File: src/det_pkg.sv
package det_pkg;
    // Clock and channel timing
    localparam int unsigned CLK_MHZ      = 100;
    localparam int unsigned LATE_US      = 128;
    localparam int unsigned LATE_CYC     = LATE_US * CLK_MHZ;
    // Drives and command fields
    localparam int unsigned NUNITS       = 4;
    localparam int unsigned UNIT_W       = 2;
    localparam int unsigned TRACK_W      = 7;
    localparam logic [6:0]  TRACK_ZERO   = 7'h00;
    // Disc address register layout
    localparam int unsigned DA_SEC_LSB   = 0;
    localparam int unsigned DA_HEAD_LSB  = 3;
    localparam int unsigned DA_SPARE_LSB = 6;
    localparam int unsigned DA_EOT_BIT   = 7;
    localparam logic [2:0]  LAST_SECTOR  = 3'h7;
    localparam logic [7:0]  DA_RESET     = 8'h00;
    localparam logic [3:0]  CNT_RESET    = 4'h0;
    // Sector format
    localparam logic [7:0]  LAST_WORD    = 8'hff;
    localparam logic [3:0]  LAST_BIT     = 4'hf;
    localparam logic [15:0] CKW_POLY     = 16'h8005;
    localparam logic [15:0] CKW_INIT     = 16'h0000;

    typedef enum logic [2:0] {
        ST_IDLE = 3'h0,
        ST_ADDR = 3'h1,
        ST_DATA = 3'h2,
        ST_CKW  = 3'h3,
        ST_END  = 3'h4
    } det_state_t;
endpackage

File: src/det_mem.sv
`timescale 1ns/1ps
module det_mem #(
    parameter int unsigned WIDTH = 16,
    parameter int unsigned DEPTH = 2,
    parameter int unsigned AW    = 1
) (
    input  wire logic             i_clk,
    input  wire logic             i_we,
    input  wire logic [AW-1:0]    i_waddr,
    input  wire logic [WIDTH-1:0] i_wdata,
    input  wire logic [AW-1:0]    i_raddr,
    output logic      [WIDTH-1:0] o_rdata
);
    logic [WIDTH-1:0] mem_q [DEPTH];

    always_ff @(posedge i_clk) begin
        if (i_we) begin
            mem_q[i_waddr] <= i_wdata;
        end
        o_rdata <= mem_q[i_raddr];
    end
endmodule

File: src/det_ctrl.sv
`timescale 1ns/1ps
module det_ctrl
    import det_pkg::*;
#(
    parameter int unsigned LATE_CYCLES = LATE_CYC,
    parameter int unsigned BUF_DEPTH   = 2
) (
    input  wire logic                I_CLK,
    input  wire logic                I_NRST,
    input  wire logic                I_POS_PULSE,
    input  wire logic                I_POS_RECAL,
    input  wire logic [TRACK_W-1:0]  I_POS_TRACK,
    input  wire logic [NUNITS-1:0]   I_CLR_SEEK_DONE,
    input  wire logic                I_CLR_RW_DONE,
    input  wire logic                I_LOC_PULSE,
    input  wire logic                I_LOC_UNIT_ONLY,
    input  wire logic [UNIT_W-1:0]   I_LOC_UNIT,
    input  wire logic [3:0]          I_LOC_SECTOR,
    input  wire logic [2:0]          I_LOC_HEAD,
    input  wire logic [3:0]          I_LOC_COUNT,
    input  wire logic                I_START,
    input  wire logic                I_START_WRITE,
    input  wire logic [NUNITS-1:0]   I_DRV_READY,
    input  wire logic [NUNITS-1:0]   I_DRV_POS_DONE,
    input  wire logic                I_ADDR_VLD,
    input  wire logic [TRACK_W-1:0]  I_ADDR_TRACK,
    input  wire logic [2:0]          I_ADDR_SECTOR,
    input  wire logic                I_RD_VLD,
    input  wire logic                I_RD_BIT,
    input  wire logic                I_WR_TAKE,
    input  wire logic                I_DCH_ACK,
    input  wire logic [15:0]         I_DCH_WDATA,
    output logic      [NUNITS-1:0]   O_DRV_GO,
    output logic                     O_DRV_RECAL,
    output logic      [TRACK_W-1:0]  O_DRV_TRACK,
    output logic                     O_WR_BIT,
    output logic                     O_WR_GATE,
    output logic                     O_DCH_REQ,
    output logic      [15:0]         O_DCH_RDATA,
    output logic                     O_BUSY,
    output logic                     O_DONE,
    output logic                     O_RW_DONE,
    output logic      [NUNITS-1:0]   O_SEEK_DONE,
    output logic      [NUNITS-1:0]   O_UNIT_READY,
    output logic                     O_ERROR,
    output logic                     O_EOT_ERR,
    output logic                     O_ADDR_ERR,
    output logic                     O_CKW_ERR,
    output logic                     O_LATE_ERR,
    output logic                     O_IRQ,
    output logic      [UNIT_W-1:0]   O_UNIT,
    output logic      [7:0]          O_DISC_ADDR,
    output logic      [3:0]          O_SECT_CNT
);
    localparam int unsigned AW = (BUF_DEPTH > 1) ? $clog2(BUF_DEPTH) : 1;
    localparam int unsigned TW = $clog2(LATE_CYCLES + 1);
    localparam logic [AW:0] BUF_FULL = (AW+1)'(BUF_DEPTH);
    localparam logic [TW-1:0] LATE_LIM = TW'(LATE_CYCLES);

    function automatic logic [15:0] ckw_step(input logic [15:0] c, input logic b);
        logic fb;
        fb = c[15] ^ b;
        return {c[14:0], 1'b0} ^ (fb ? CKW_POLY : 16'h0000);
    endfunction

    det_state_t          st_q, st_d;
    logic                busy_q, done_q, rw_done_q, irq_q, wr_q;
    logic                err_q, eot_q, adr_q, ckw_q, late_q;
    logic [UNIT_W-1:0]   unit_q;
    logic [7:0]          da_q;
    logic [3:0]          cnt_q;
    logic                oor_q;
    logic [TRACK_W-1:0]  trk_q;
    logic [15:0]         sh_q, crc_q;
    logic [3:0]          bit_q;
    logic [7:0]          word_q;
    logic [AW-1:0]       wp_q, rp_q;
    logic [AW:0]         fill_q;
    logic                pop_q;
    logic [TW-1:0]       wait_q;
    logic [NUNITS-1:0]   pos_busy_q, seek_done_q, ready_q, go_q;
    logic [15:0]         mem_rdata;

    ////////////////////////////////////////////////////////////////////////////
    // Decoding
    wire       xfer      = (st_q != ST_IDLE);
    wire       start_go  = I_START & ~xfer;
    wire       sel_away  = I_LOC_PULSE & xfer & (I_LOC_UNIT != unit_q);
    wire       loc_take  = I_LOC_PULSE & ~xfer;
    wire       bit_ev    = wr_q ? I_WR_TAKE : I_RD_VLD;
    wire       data_bit  = wr_q ? sh_q[15] : I_RD_BIT;
    wire       word_end  = bit_ev & (bit_q == LAST_BIT);
    wire       addr_ok   = (I_ADDR_SECTOR == da_q[DA_SEC_LSB +: 3])
                         & (I_ADDR_TRACK == trk_q);
    wire       addr_bad  = (st_q == ST_ADDR) & I_ADDR_VLD & ~addr_ok;
    wire       addr_good = (st_q == ST_ADDR) & I_ADDR_VLD & addr_ok;
    wire [15:0] crc_nx   = ckw_step(crc_q, data_bit);
    wire [15:0] rd_word  = {sh_q[14:0], I_RD_BIT};
    wire       buf_full  = (fill_q == BUF_FULL);
    wire       buf_empty = (fill_q == '0);
    wire       rd_push   = (st_q == ST_DATA) & ~wr_q & word_end & ~buf_full;
    wire       rd_over   = (st_q == ST_DATA) & ~wr_q & word_end & buf_full;
    wire       wr_push   = wr_q & busy_q & I_DCH_ACK & ~buf_full;
    wire       push      = rd_push | wr_push;
    wire       need_wd   = addr_good & wr_q
                         | (st_q == ST_DATA) & wr_q & word_end & (word_q != LAST_WORD);
    wire       wr_pop    = need_wd & ~buf_empty & ~pop_q;
    wire       wr_under  = need_wd & (buf_empty | pop_q);
    wire       rd_pop    = ~wr_q & I_DCH_ACK & O_DCH_REQ;
    wire       pop       = wr_pop | rd_pop;
    wire       req_rd    = ~wr_q & ~buf_empty & ~pop_q;
    wire       req_wr    = wr_q & busy_q & ~buf_full;
    wire       timed_out = (O_DCH_REQ & ~I_DCH_ACK) & (wait_q == LATE_LIM);
    wire       late_ev   = rd_over | wr_under | timed_out;
    wire       ckw_bad   = (st_q == ST_CKW) & ~wr_q & word_end & (rd_word != crc_q);
    wire [3:0] cnt_inc   = cnt_q + 4'h1;
    wire       last_sec  = (da_q[DA_SEC_LSB +: 3] == LAST_SECTOR);
    wire       at_end    = (st_q == ST_END);
    wire       eot_hit   = at_end & last_sec & (cnt_inc != 4'h0);
    wire       stop_end  = at_end & ((cnt_inc == 4'h0) | eot_hit | ckw_q | late_q);
    wire       oor_stop  = start_go & oor_q;
    wire       finish    = addr_bad | stop_end | sel_away | oor_stop;
    wire       pos_go    = I_POS_PULSE;
    wire [2:0] head_inc  = da_q[DA_HEAD_LSB +: 3] + 3'h1;
    wire [1:0] spare_inc = da_q[DA_SPARE_LSB +: 2] + 2'h1;

    assign O_DCH_REQ = req_rd | req_wr;
    assign O_WR_BIT  = sh_q[15];

    ////////////////////////////////////////////////////////////////////////////
    // Sequencer
    always_comb begin
        st_d = st_q;
        unique case (st_q)
            ST_IDLE: begin
                if (start_go & ~oor_q) begin
                    st_d = ST_ADDR;
                end
            end
            ST_ADDR: begin
                if (addr_good) begin
                    st_d = ST_DATA;
                end
            end
            ST_DATA: begin
                if (word_end & (word_q == LAST_WORD)) begin
                    st_d = ST_CKW;
                end
            end
            ST_CKW: begin
                if (word_end) begin
                    st_d = ST_END;
                end
            end
            ST_END: begin
                st_d = ST_ADDR;
            end
            default: begin
                st_d = ST_IDLE;
            end
        endcase
        if (finish) begin
            st_d = ST_IDLE;
        end
    end

    always_ff @(posedge I_CLK or negedge I_NRST) begin
        if (!I_NRST) begin
            st_q <= ST_IDLE;
        end else begin
            st_q <= st_d;
        end
    end

    ////////////////////////////////////////////////////////////////////////////
    // Controller flags
    always_ff @(posedge I_CLK or negedge I_NRST) begin
        if (!I_NRST) begin
            busy_q    <= 1'b0;
            done_q    <= 1'b0;
            rw_done_q <= 1'b0;
            irq_q     <= 1'b0;
            wr_q      <= 1'b0;
        end else begin
            irq_q <= finish | (|I_DRV_POS_DONE);
            if (start_go) begin
                busy_q <= ~oor_q;
                wr_q   <= I_START_WRITE;
            end
            if (finish) begin
                busy_q <= 1'b0;
            end
            if (finish) begin
                done_q <= 1'b1;
            end else if (pos_go | start_go) begin
                done_q <= 1'b0;
            end
            if (finish) begin
                rw_done_q <= 1'b1;
            end else if ((pos_go & I_CLR_RW_DONE) | start_go) begin
                rw_done_q <= 1'b0;
            end
        end
    end

    always_ff @(posedge I_CLK or negedge I_NRST) begin
        if (!I_NRST) begin
            err_q  <= 1'b0;
            eot_q  <= 1'b0;
            adr_q  <= 1'b0;
            ckw_q  <= 1'b0;
            late_q <= 1'b0;
        end else begin
            if (start_go) begin
                eot_q  <= oor_q;
                err_q  <= oor_q;
                adr_q  <= 1'b0;
                ckw_q  <= 1'b0;
                late_q <= 1'b0;
            end else begin
                err_q  <= err_q | eot_hit | addr_bad | ckw_bad | late_ev;
                eot_q  <= eot_q | eot_hit;
                adr_q  <= adr_q | addr_bad;
                ckw_q  <= ckw_q | ckw_bad;
                late_q <= late_q | late_ev;
            end
        end
    end

    ////////////////////////////////////////////////////////////////////////////
    // Selection, disc address and sector counter
    always_ff @(posedge I_CLK or negedge I_NRST) begin
        if (!I_NRST) begin
            unit_q <= '0;
            da_q   <= DA_RESET;
            cnt_q  <= CNT_RESET;
            oor_q  <= 1'b0;
        end else if (loc_take) begin
            unit_q <= I_LOC_UNIT;
            if (!I_LOC_UNIT_ONLY) begin
                da_q  <= {2'h0, I_LOC_HEAD, I_LOC_SECTOR[2:0]};
                cnt_q <= I_LOC_COUNT;
                oor_q <= I_LOC_SECTOR[3];
            end
        end else if (oor_stop) begin
            da_q[DA_SEC_LSB +: 3] <= 3'h0;
            oor_q                 <= 1'b0;
            if (I_START_WRITE) begin
                da_q[DA_SPARE_LSB +: 2] <= spare_inc;
            end else begin
                da_q[DA_EOT_BIT] <= 1'b1;
            end
        end else if (at_end) begin
            cnt_q                 <= cnt_inc;
            da_q[DA_SEC_LSB +: 3] <= da_q[DA_SEC_LSB +: 3] + 3'h1;
            if (eot_hit && !wr_q) begin
                da_q[DA_HEAD_LSB +: 3] <= head_inc;
            end
            if (eot_hit && wr_q) begin
                da_q[DA_SPARE_LSB +: 2] <= spare_inc;
            end
        end
    end

    ////////////////////////////////////////////////////////////////////////////
    // Head positioning: one shared track register, recalibrate and track outputs; go strobe and flags per drive
    always_ff @(posedge I_CLK or negedge I_NRST) begin
        if (!I_NRST) begin
            trk_q       <= TRACK_ZERO;
            O_DRV_RECAL <= 1'b0;
            O_DRV_TRACK <= TRACK_ZERO;
        end else if (pos_go) begin
            O_DRV_RECAL <= I_POS_RECAL;
            O_DRV_TRACK <= I_POS_RECAL ? TRACK_ZERO : I_POS_TRACK;
            trk_q       <= I_POS_RECAL ? TRACK_ZERO : I_POS_TRACK;
        end
    end

    for (genvar u = 0; u < NUNITS; u++) begin : g_unit
        wire this_go = pos_go & (unit_q == UNIT_W'(u));
        always_ff @(posedge I_CLK or negedge I_NRST) begin
            if (!I_NRST) begin
                pos_busy_q[u]  <= 1'b0;
                seek_done_q[u] <= 1'b0;
                ready_q[u]     <= 1'b0;
                go_q[u]        <= 1'b0;
            end else begin
                go_q[u] <= this_go;
                if (this_go) begin
                    pos_busy_q[u] <= 1'b1;
                end else if (I_DRV_POS_DONE[u]) begin
                    pos_busy_q[u] <= 1'b0;
                end
                if (I_DRV_POS_DONE[u]) begin
                    seek_done_q[u] <= 1'b1;
                end else if (this_go | (pos_go & I_CLR_SEEK_DONE[u])) begin
                    seek_done_q[u] <= 1'b0;
                end
                ready_q[u] <= I_DRV_READY[u] & ~pos_busy_q[u] & ~this_go;
            end
        end
    end

    ////////////////////////////////////////////////////////////////////////////
    // Serial data path and checkword
    always_ff @(posedge I_CLK or negedge I_NRST) begin
        if (!I_NRST) begin
            sh_q   <= 16'h0000;
            crc_q  <= CKW_INIT;
            bit_q  <= 4'h0;
            word_q <= 8'h00;
        end else if (addr_good) begin
            crc_q  <= CKW_INIT;
            bit_q  <= 4'h0;
            word_q <= 8'h00;
            sh_q   <= 16'h0000;
        end else if (pop_q && wr_q) begin
            sh_q <= mem_rdata;
        end else if (bit_ev && (st_q == ST_DATA || st_q == ST_CKW)) begin
            bit_q <= bit_q + 4'h1;
            sh_q  <= wr_q ? {sh_q[14:0], 1'b0} : rd_word;
            if (st_q == ST_DATA) begin
                crc_q <= crc_nx;
            end
            if (word_end && st_q == ST_DATA) begin
                word_q <= word_q + 8'h01;
                if (wr_q && word_q == LAST_WORD) begin
                    sh_q <= crc_nx;
                end else if (wr_q) begin
                    sh_q <= 16'h0000;
                end
            end
        end
    end

    ////////////////////////////////////////////////////////////////////////////
    // Two-word channel buffer and latency watch
    always_ff @(posedge I_CLK or negedge I_NRST) begin
        if (!I_NRST) begin
            wp_q   <= '0;
            rp_q   <= '0;
            fill_q <= '0;
            pop_q  <= 1'b0;
            wait_q <= '0;
        end else begin
            pop_q <= pop;
            if (start_go) begin
                wp_q   <= '0;
                rp_q   <= '0;
                fill_q <= '0;
            end else begin
                if (push) begin
                    wp_q <= (wp_q == AW'(BUF_DEPTH - 1)) ? '0 : wp_q + AW'(1);
                end
                if (pop) begin
                    rp_q <= (rp_q == AW'(BUF_DEPTH - 1)) ? '0 : rp_q + AW'(1);
                end
                fill_q <= fill_q + (AW+1)'(push) - (AW+1)'(pop);
            end
            if (!O_DCH_REQ || I_DCH_ACK || timed_out) begin
                wait_q <= '0;
            end else begin
                wait_q <= wait_q + TW'(1);
            end
        end
    end

    det_mem #(
        .WIDTH (16),
        .DEPTH (BUF_DEPTH),
        .AW    (AW)
    ) u_buf (
        .i_clk   (I_CLK),
        .i_we    (push),
        .i_waddr (wp_q),
        .i_wdata (wr_q ? I_DCH_WDATA : rd_word),
        .i_raddr (rp_q),
        .o_rdata (mem_rdata)
    );

    ////////////////////////////////////////////////////////////////////////////
    // Outputs
    assign O_DCH_RDATA  = mem_rdata;
    assign O_WR_GATE    = wr_q & ((st_q == ST_DATA) | (st_q == ST_CKW));
    assign O_BUSY       = busy_q;
    assign O_DONE       = done_q;
    assign O_RW_DONE    = rw_done_q;
    assign O_SEEK_DONE  = seek_done_q;
    assign O_UNIT_READY = ready_q;
    assign O_DRV_GO     = go_q;
    assign O_ERROR      = err_q;
    assign O_EOT_ERR    = eot_q;
    assign O_ADDR_ERR   = adr_q;
    assign O_CKW_ERR    = ckw_q;
    assign O_LATE_ERR   = late_q;
    assign O_IRQ        = irq_q;
    assign O_UNIT       = unit_q;
    assign O_DISC_ADDR  = da_q;
    assign O_SECT_CNT   = cnt_q;
endmodule

File: config.mk
export PLATFORM = sky130hd
export DESIGN_NAME = det_ctrl
export DESIGN_NICKNAME = d
export VERILOG_FILES = /design/src/det_pkg.sv /design/src/det_mem.sv /design/src/det_ctrl.sv
export SDC_FILE = /design/constraint.sdc
export NUM_CORES = 1
export LEC_CHECK = 0
export ABC_AREA = 1
export BUFFER_PORTS_ARGS = -buffer_cell sky130_fd_sc_hd__buf_2
export CORE_MARGIN = 10
export CORE_UTILIZATION = 45
export DETAILED_ROUTE_END_ITERATION = 6
export GPL_TIMING_DRIVEN = 1
export PLACE_DENSITY_LB_ADDON = 0.2
export SYNTH_ARGS = -nofsm -noshare
export SYNTH_HDL_FRONTEND = slang
export SYNTH_SLANG_ARGS = --single-unit
File: constraint.sdc
create_clock -name I_CLK -period 2.64 [get_ports I_CLK]
set_clock_uncertainty 0.15 [all_clocks]
set_input_delay 0.264 -clock I_CLK [delete_from_list [all_inputs] [get_ports I_CLK]]
set_output_delay 0.264 -clock I_CLK [all_outputs]
set_load 0.02 [all_outputs]
==> impl_metrics.toml <==
[flow_run]
cap_violations = 0

[setup_path]
cp-start-kind = "flip-flop"
slowest_stage = "dfrtp_1"
r2r_cells = 12
critical_path_class = "flip-flop to flip-flop"
crit_family = "simple AND/OR/NAND/NOR gates"
crit_path_start = "wr_q"
end_kind = "flip-flop"
slowest_delay_ns = 0.36
required_ns = 2.84
endpoint = "fill_q[1]"
crit_arrival_ns = 2.64
path_cells = "inv_2 > o21ai_2 > nand4_4 > nor2_4 > nand2_1 > o21ai_1 > inv_1 > ha_1 > inv_1 > ha_1 > xor2_1 > nor2_1"
r2r-start = "wr_q"
worst-path-stages = 12
crit_fanout = 6
path_buf_inv = 3
timing.reg2reg.setup_slack_ns = 0.21
r2r-end = "fill_q[1]"

[timing]
rsz0062_at_grt = "no"
setup_viol = 0
hold_slack_ns = 0.01224
relSlewSlack_pct = 53.48
max_freq_mhz = 411.0
finalHoldViolations = 0
drv_slew = 0
period_share_pct = 92.16
fin_crit_ns = 2.433
setup_tns_ns = 0
tightest_slew_ns = 0.6979

[finish]
finalNonFillerCells = 1395
layout-drive-gt1-share_pct = 18.72
nNetsFinal = 1239
diodes = 0
synthToLayoutAreaGrowth_pct = 25.44

[floorplanning]
io_pins = 134
fp.dieH_um = 152.5
die_x_um = 152.5
initial_utilization_pct = 45.83
die_area_um2 = 23250
rows = 48
core_um2 = 17240

[global_route]
grt_overflow_total = 0
grt_pass1_wl_um = 35080
antenna_found_initial = 0
grt_pass1_vias = 6740
grt_usage_pct = 18.40
grt_max_degree = 47

[drt]
wl_per_cell_um = 15.19
routed_wl_um = 21190
drc = 0
dr.pass1.iters = 5
final_antenna_net_count = 0
drtIter0Drc = 545
avgViaCountPerCell = 4.842
num_vias = 6755

[logic_synthesis]
synth.avg_cell_area_um2 = 8.185
async_flop_share_pct = 70.55
synth_cell_type_count = 44
yosysTopAreaCell = "dfrtp_1"
synth_cells = 965
ys_ff_latch = 163
seq_area_frac_synth_pct = 52.65
syn_area_um2 = 7899
yosysWarnings = 0
synth-edff-count = 32
synth-main-ff-cell = "dfrtp_1"
synth_top_cell_area_share_pct = 36.43
synth_fp_nets = 1047
synth_area_leaders = "dfrtp_1, nand2_1, edfxtp_1, inv_1, dfxtp_1"

[power]
p_int_mw = 5.843
p_comb_share_pct = 36.6
clkPwrFrac_pct = 23.5
ir_worst_vdd_mv = 0.6278
leakage_nw = 5.014
switching_share_pct = 41.09
switchingPower_mw = 4.075
seqPwrFrac_pct = 39.8
powerDensity_nw_per_um2 = 1001

[clock_network]
cts_tree = "yes"
numCtsBuffers = 17
path_clk_slew_ns = 0.07
cts_sinks = 163
h-tree-depth = 4
cts_buffer_depth = 2
clkLatencyLatePin_ns = 0.43
cts_root_buffer = "clkbuf_16"

[placement]
port_buffers = 133
dpl.hpwl_um = 15350
place.gp.congestion = 0.8435
dp_cells = 1316

[worst_hold_path]
hold_class = "input port to flip-flop"

[outcome]
status = "complete, no violations"
[cell families (layout without fill, tap and decap cells)]
| group | after synthesis | after routing | synth area share, % |
|---|---|---|---|
| compound gates | 138 | 138 | 9.710 |
| xor+xnor | 27 | 27 | 2.994 |
| fa+ha+maj | 10 | 10 | 1.584 |
| buf+inv | 162 | 367 | 7.857 |
| flops | 163 | 163 | 52.65 |
| simple gates | 465 | 465 | 25.20 |
[repair_timing]
action,4_1_cts,5_1_grt
resized for setup,0,2
endpoints found under the hold margin,95,0
setup buffers,0,1
hold buffers,46,0
setup endpoints to repair,0,2
[layout by cell type, fill, tap and decap left out, types with 16 or more instances in the layout]
| master | synthesis | final |
|---|---|---|
| nor2_1 | 82 | 82 |
| dfrtp_1 | 115 | 115 |
| nand3_1 | 45 | 45 |
| o21ai_1 | 19 | 19 |
| dfxtp_1 | 16 | 16 |
| inv_1 | 126 | 126 |
| o21ai_0 | 45 | 45 |
| a21oi_1 | 47 | 47 |
| nand2_1 | 278 | 277 |
| buf_2 | 7 | 132 |
| clkbuf_16 | 0 | 17 |
| buf_4 | 1 | 16 |
| dlygate4sd3_1 | 0 | 46 |
| edfxtp_1 | 32 | 32 |
[registers in the layout (all words and copies together) (netlist names), 2 cells and up]
name           cells
u_buf.mem_q       32
crc_q             16
sh_q              16
u_buf.o_rdata     16
wait_q            14
O_DISC_ADDR        8
word_q             8
trk_q              7
O_DRV_GO           4
O_SECT_CNT         4
O_SEEK_DONE        4
O_UNIT_READY       4
bit_q              4
pos_busy_q         4
st_q               3
O_UNIT             2
fill_q             2
[worst min-delay path by stage]
stage | depth (start not counted) | start | end
global placement | 1 | I_NRST | O_DONE
global route | 3 | I_DCH_WDATA[9] | u_buf.mem_q[1][9]
detailed placement | 1 | I_NRST | pos_busy_q[0]
finish | 3 | I_DCH_WDATA[9] | u_buf.mem_q[0][9]
floorplan | 0 | I_NRST | O_ADDR_ERR
CTS | 3 | I_DCH_WDATA[9] | u_buf.mem_q[0][9]
[tightest hold or removal path, stage by stage]
cell	delay, ns
buf_2	0.08
nand2_1	0.04
o21ai_0	0.09
[final cells by class]
class	count	area [um2]
Timing Repair Buffer	195	1261
Clock inverter	12	113.9
Inverter	140	525.5
Clock buffer	20	436.7
Multi-Input combinational cell	640	3131
Fill cell	1520	7328
Sequential cell	163	4159
Tap cell	225	281.5
[power groups by stage]
stage / sequential, mW / clock (mW) / combinational (mW)
after global placement: 3.97 / 0 / 3.52
final: 3.95 / 2.33 / 3.63
after CTS: 3.93 / 2.37 / 3.64
after detailed placement: 3.96 / 0 / 3.57
after floorplan: 4.20 / 0 / 2.08
after global routing: 4.03 / 2.48 / 4.12
[cells in the mapped netlist, types with 6 or more instances]
cell type	number
a21oi_1	47
a31oi_1	8
buf_2	7
clkbuf_1	12
dfrtp_1	115
dfxtp_1	16
edfxtp_1	32
ha_1	10
inv_1	126
inv_2	12
nand2_1	278
nand2_2	6
nand3_1	45
nand4_1	12
nor2_1	82
nor3_1	14
o21ai_0	45
o21ai_1	19
or2_2	6
xnor2_1	14
xor2_1	13
[layer usage]
layer / global-route usage [%] / share of wire (%) / vias to the layer above / wire length, um
li1: - / - / 3456 / -
met1: 24.46 / 46 / 3101 / 9697
met2: 28.83 / 47 / 168 / 9928
met3: 4.375 / 5.3 / 30 / 1123
met4: 6.176 / 2.1 / 0 / 442
met5: 0 / 0 / - / 0
[per-stage QoR]
step | utilization (%) | worst slack (ns) | instance area [um2] | power [mW]
3_5_place_dp | 51.51 | 0.2560 | 8879 | 7.528
5_1_grt | 57.48 | 0.009655 | 9908 | 10.63
6_report | 57.48 | 0.2070 | 9908 | 9.918
4_1_cts | 57.38 | 0.2020 | 9889 | 9.939
3_3_place_gp | 51.51 | 0.3016 | 8879 | 7.484
2_1_floorplan | - | 0.06287 | 7899 | 6.282
(Power assumes the default switching activity.)
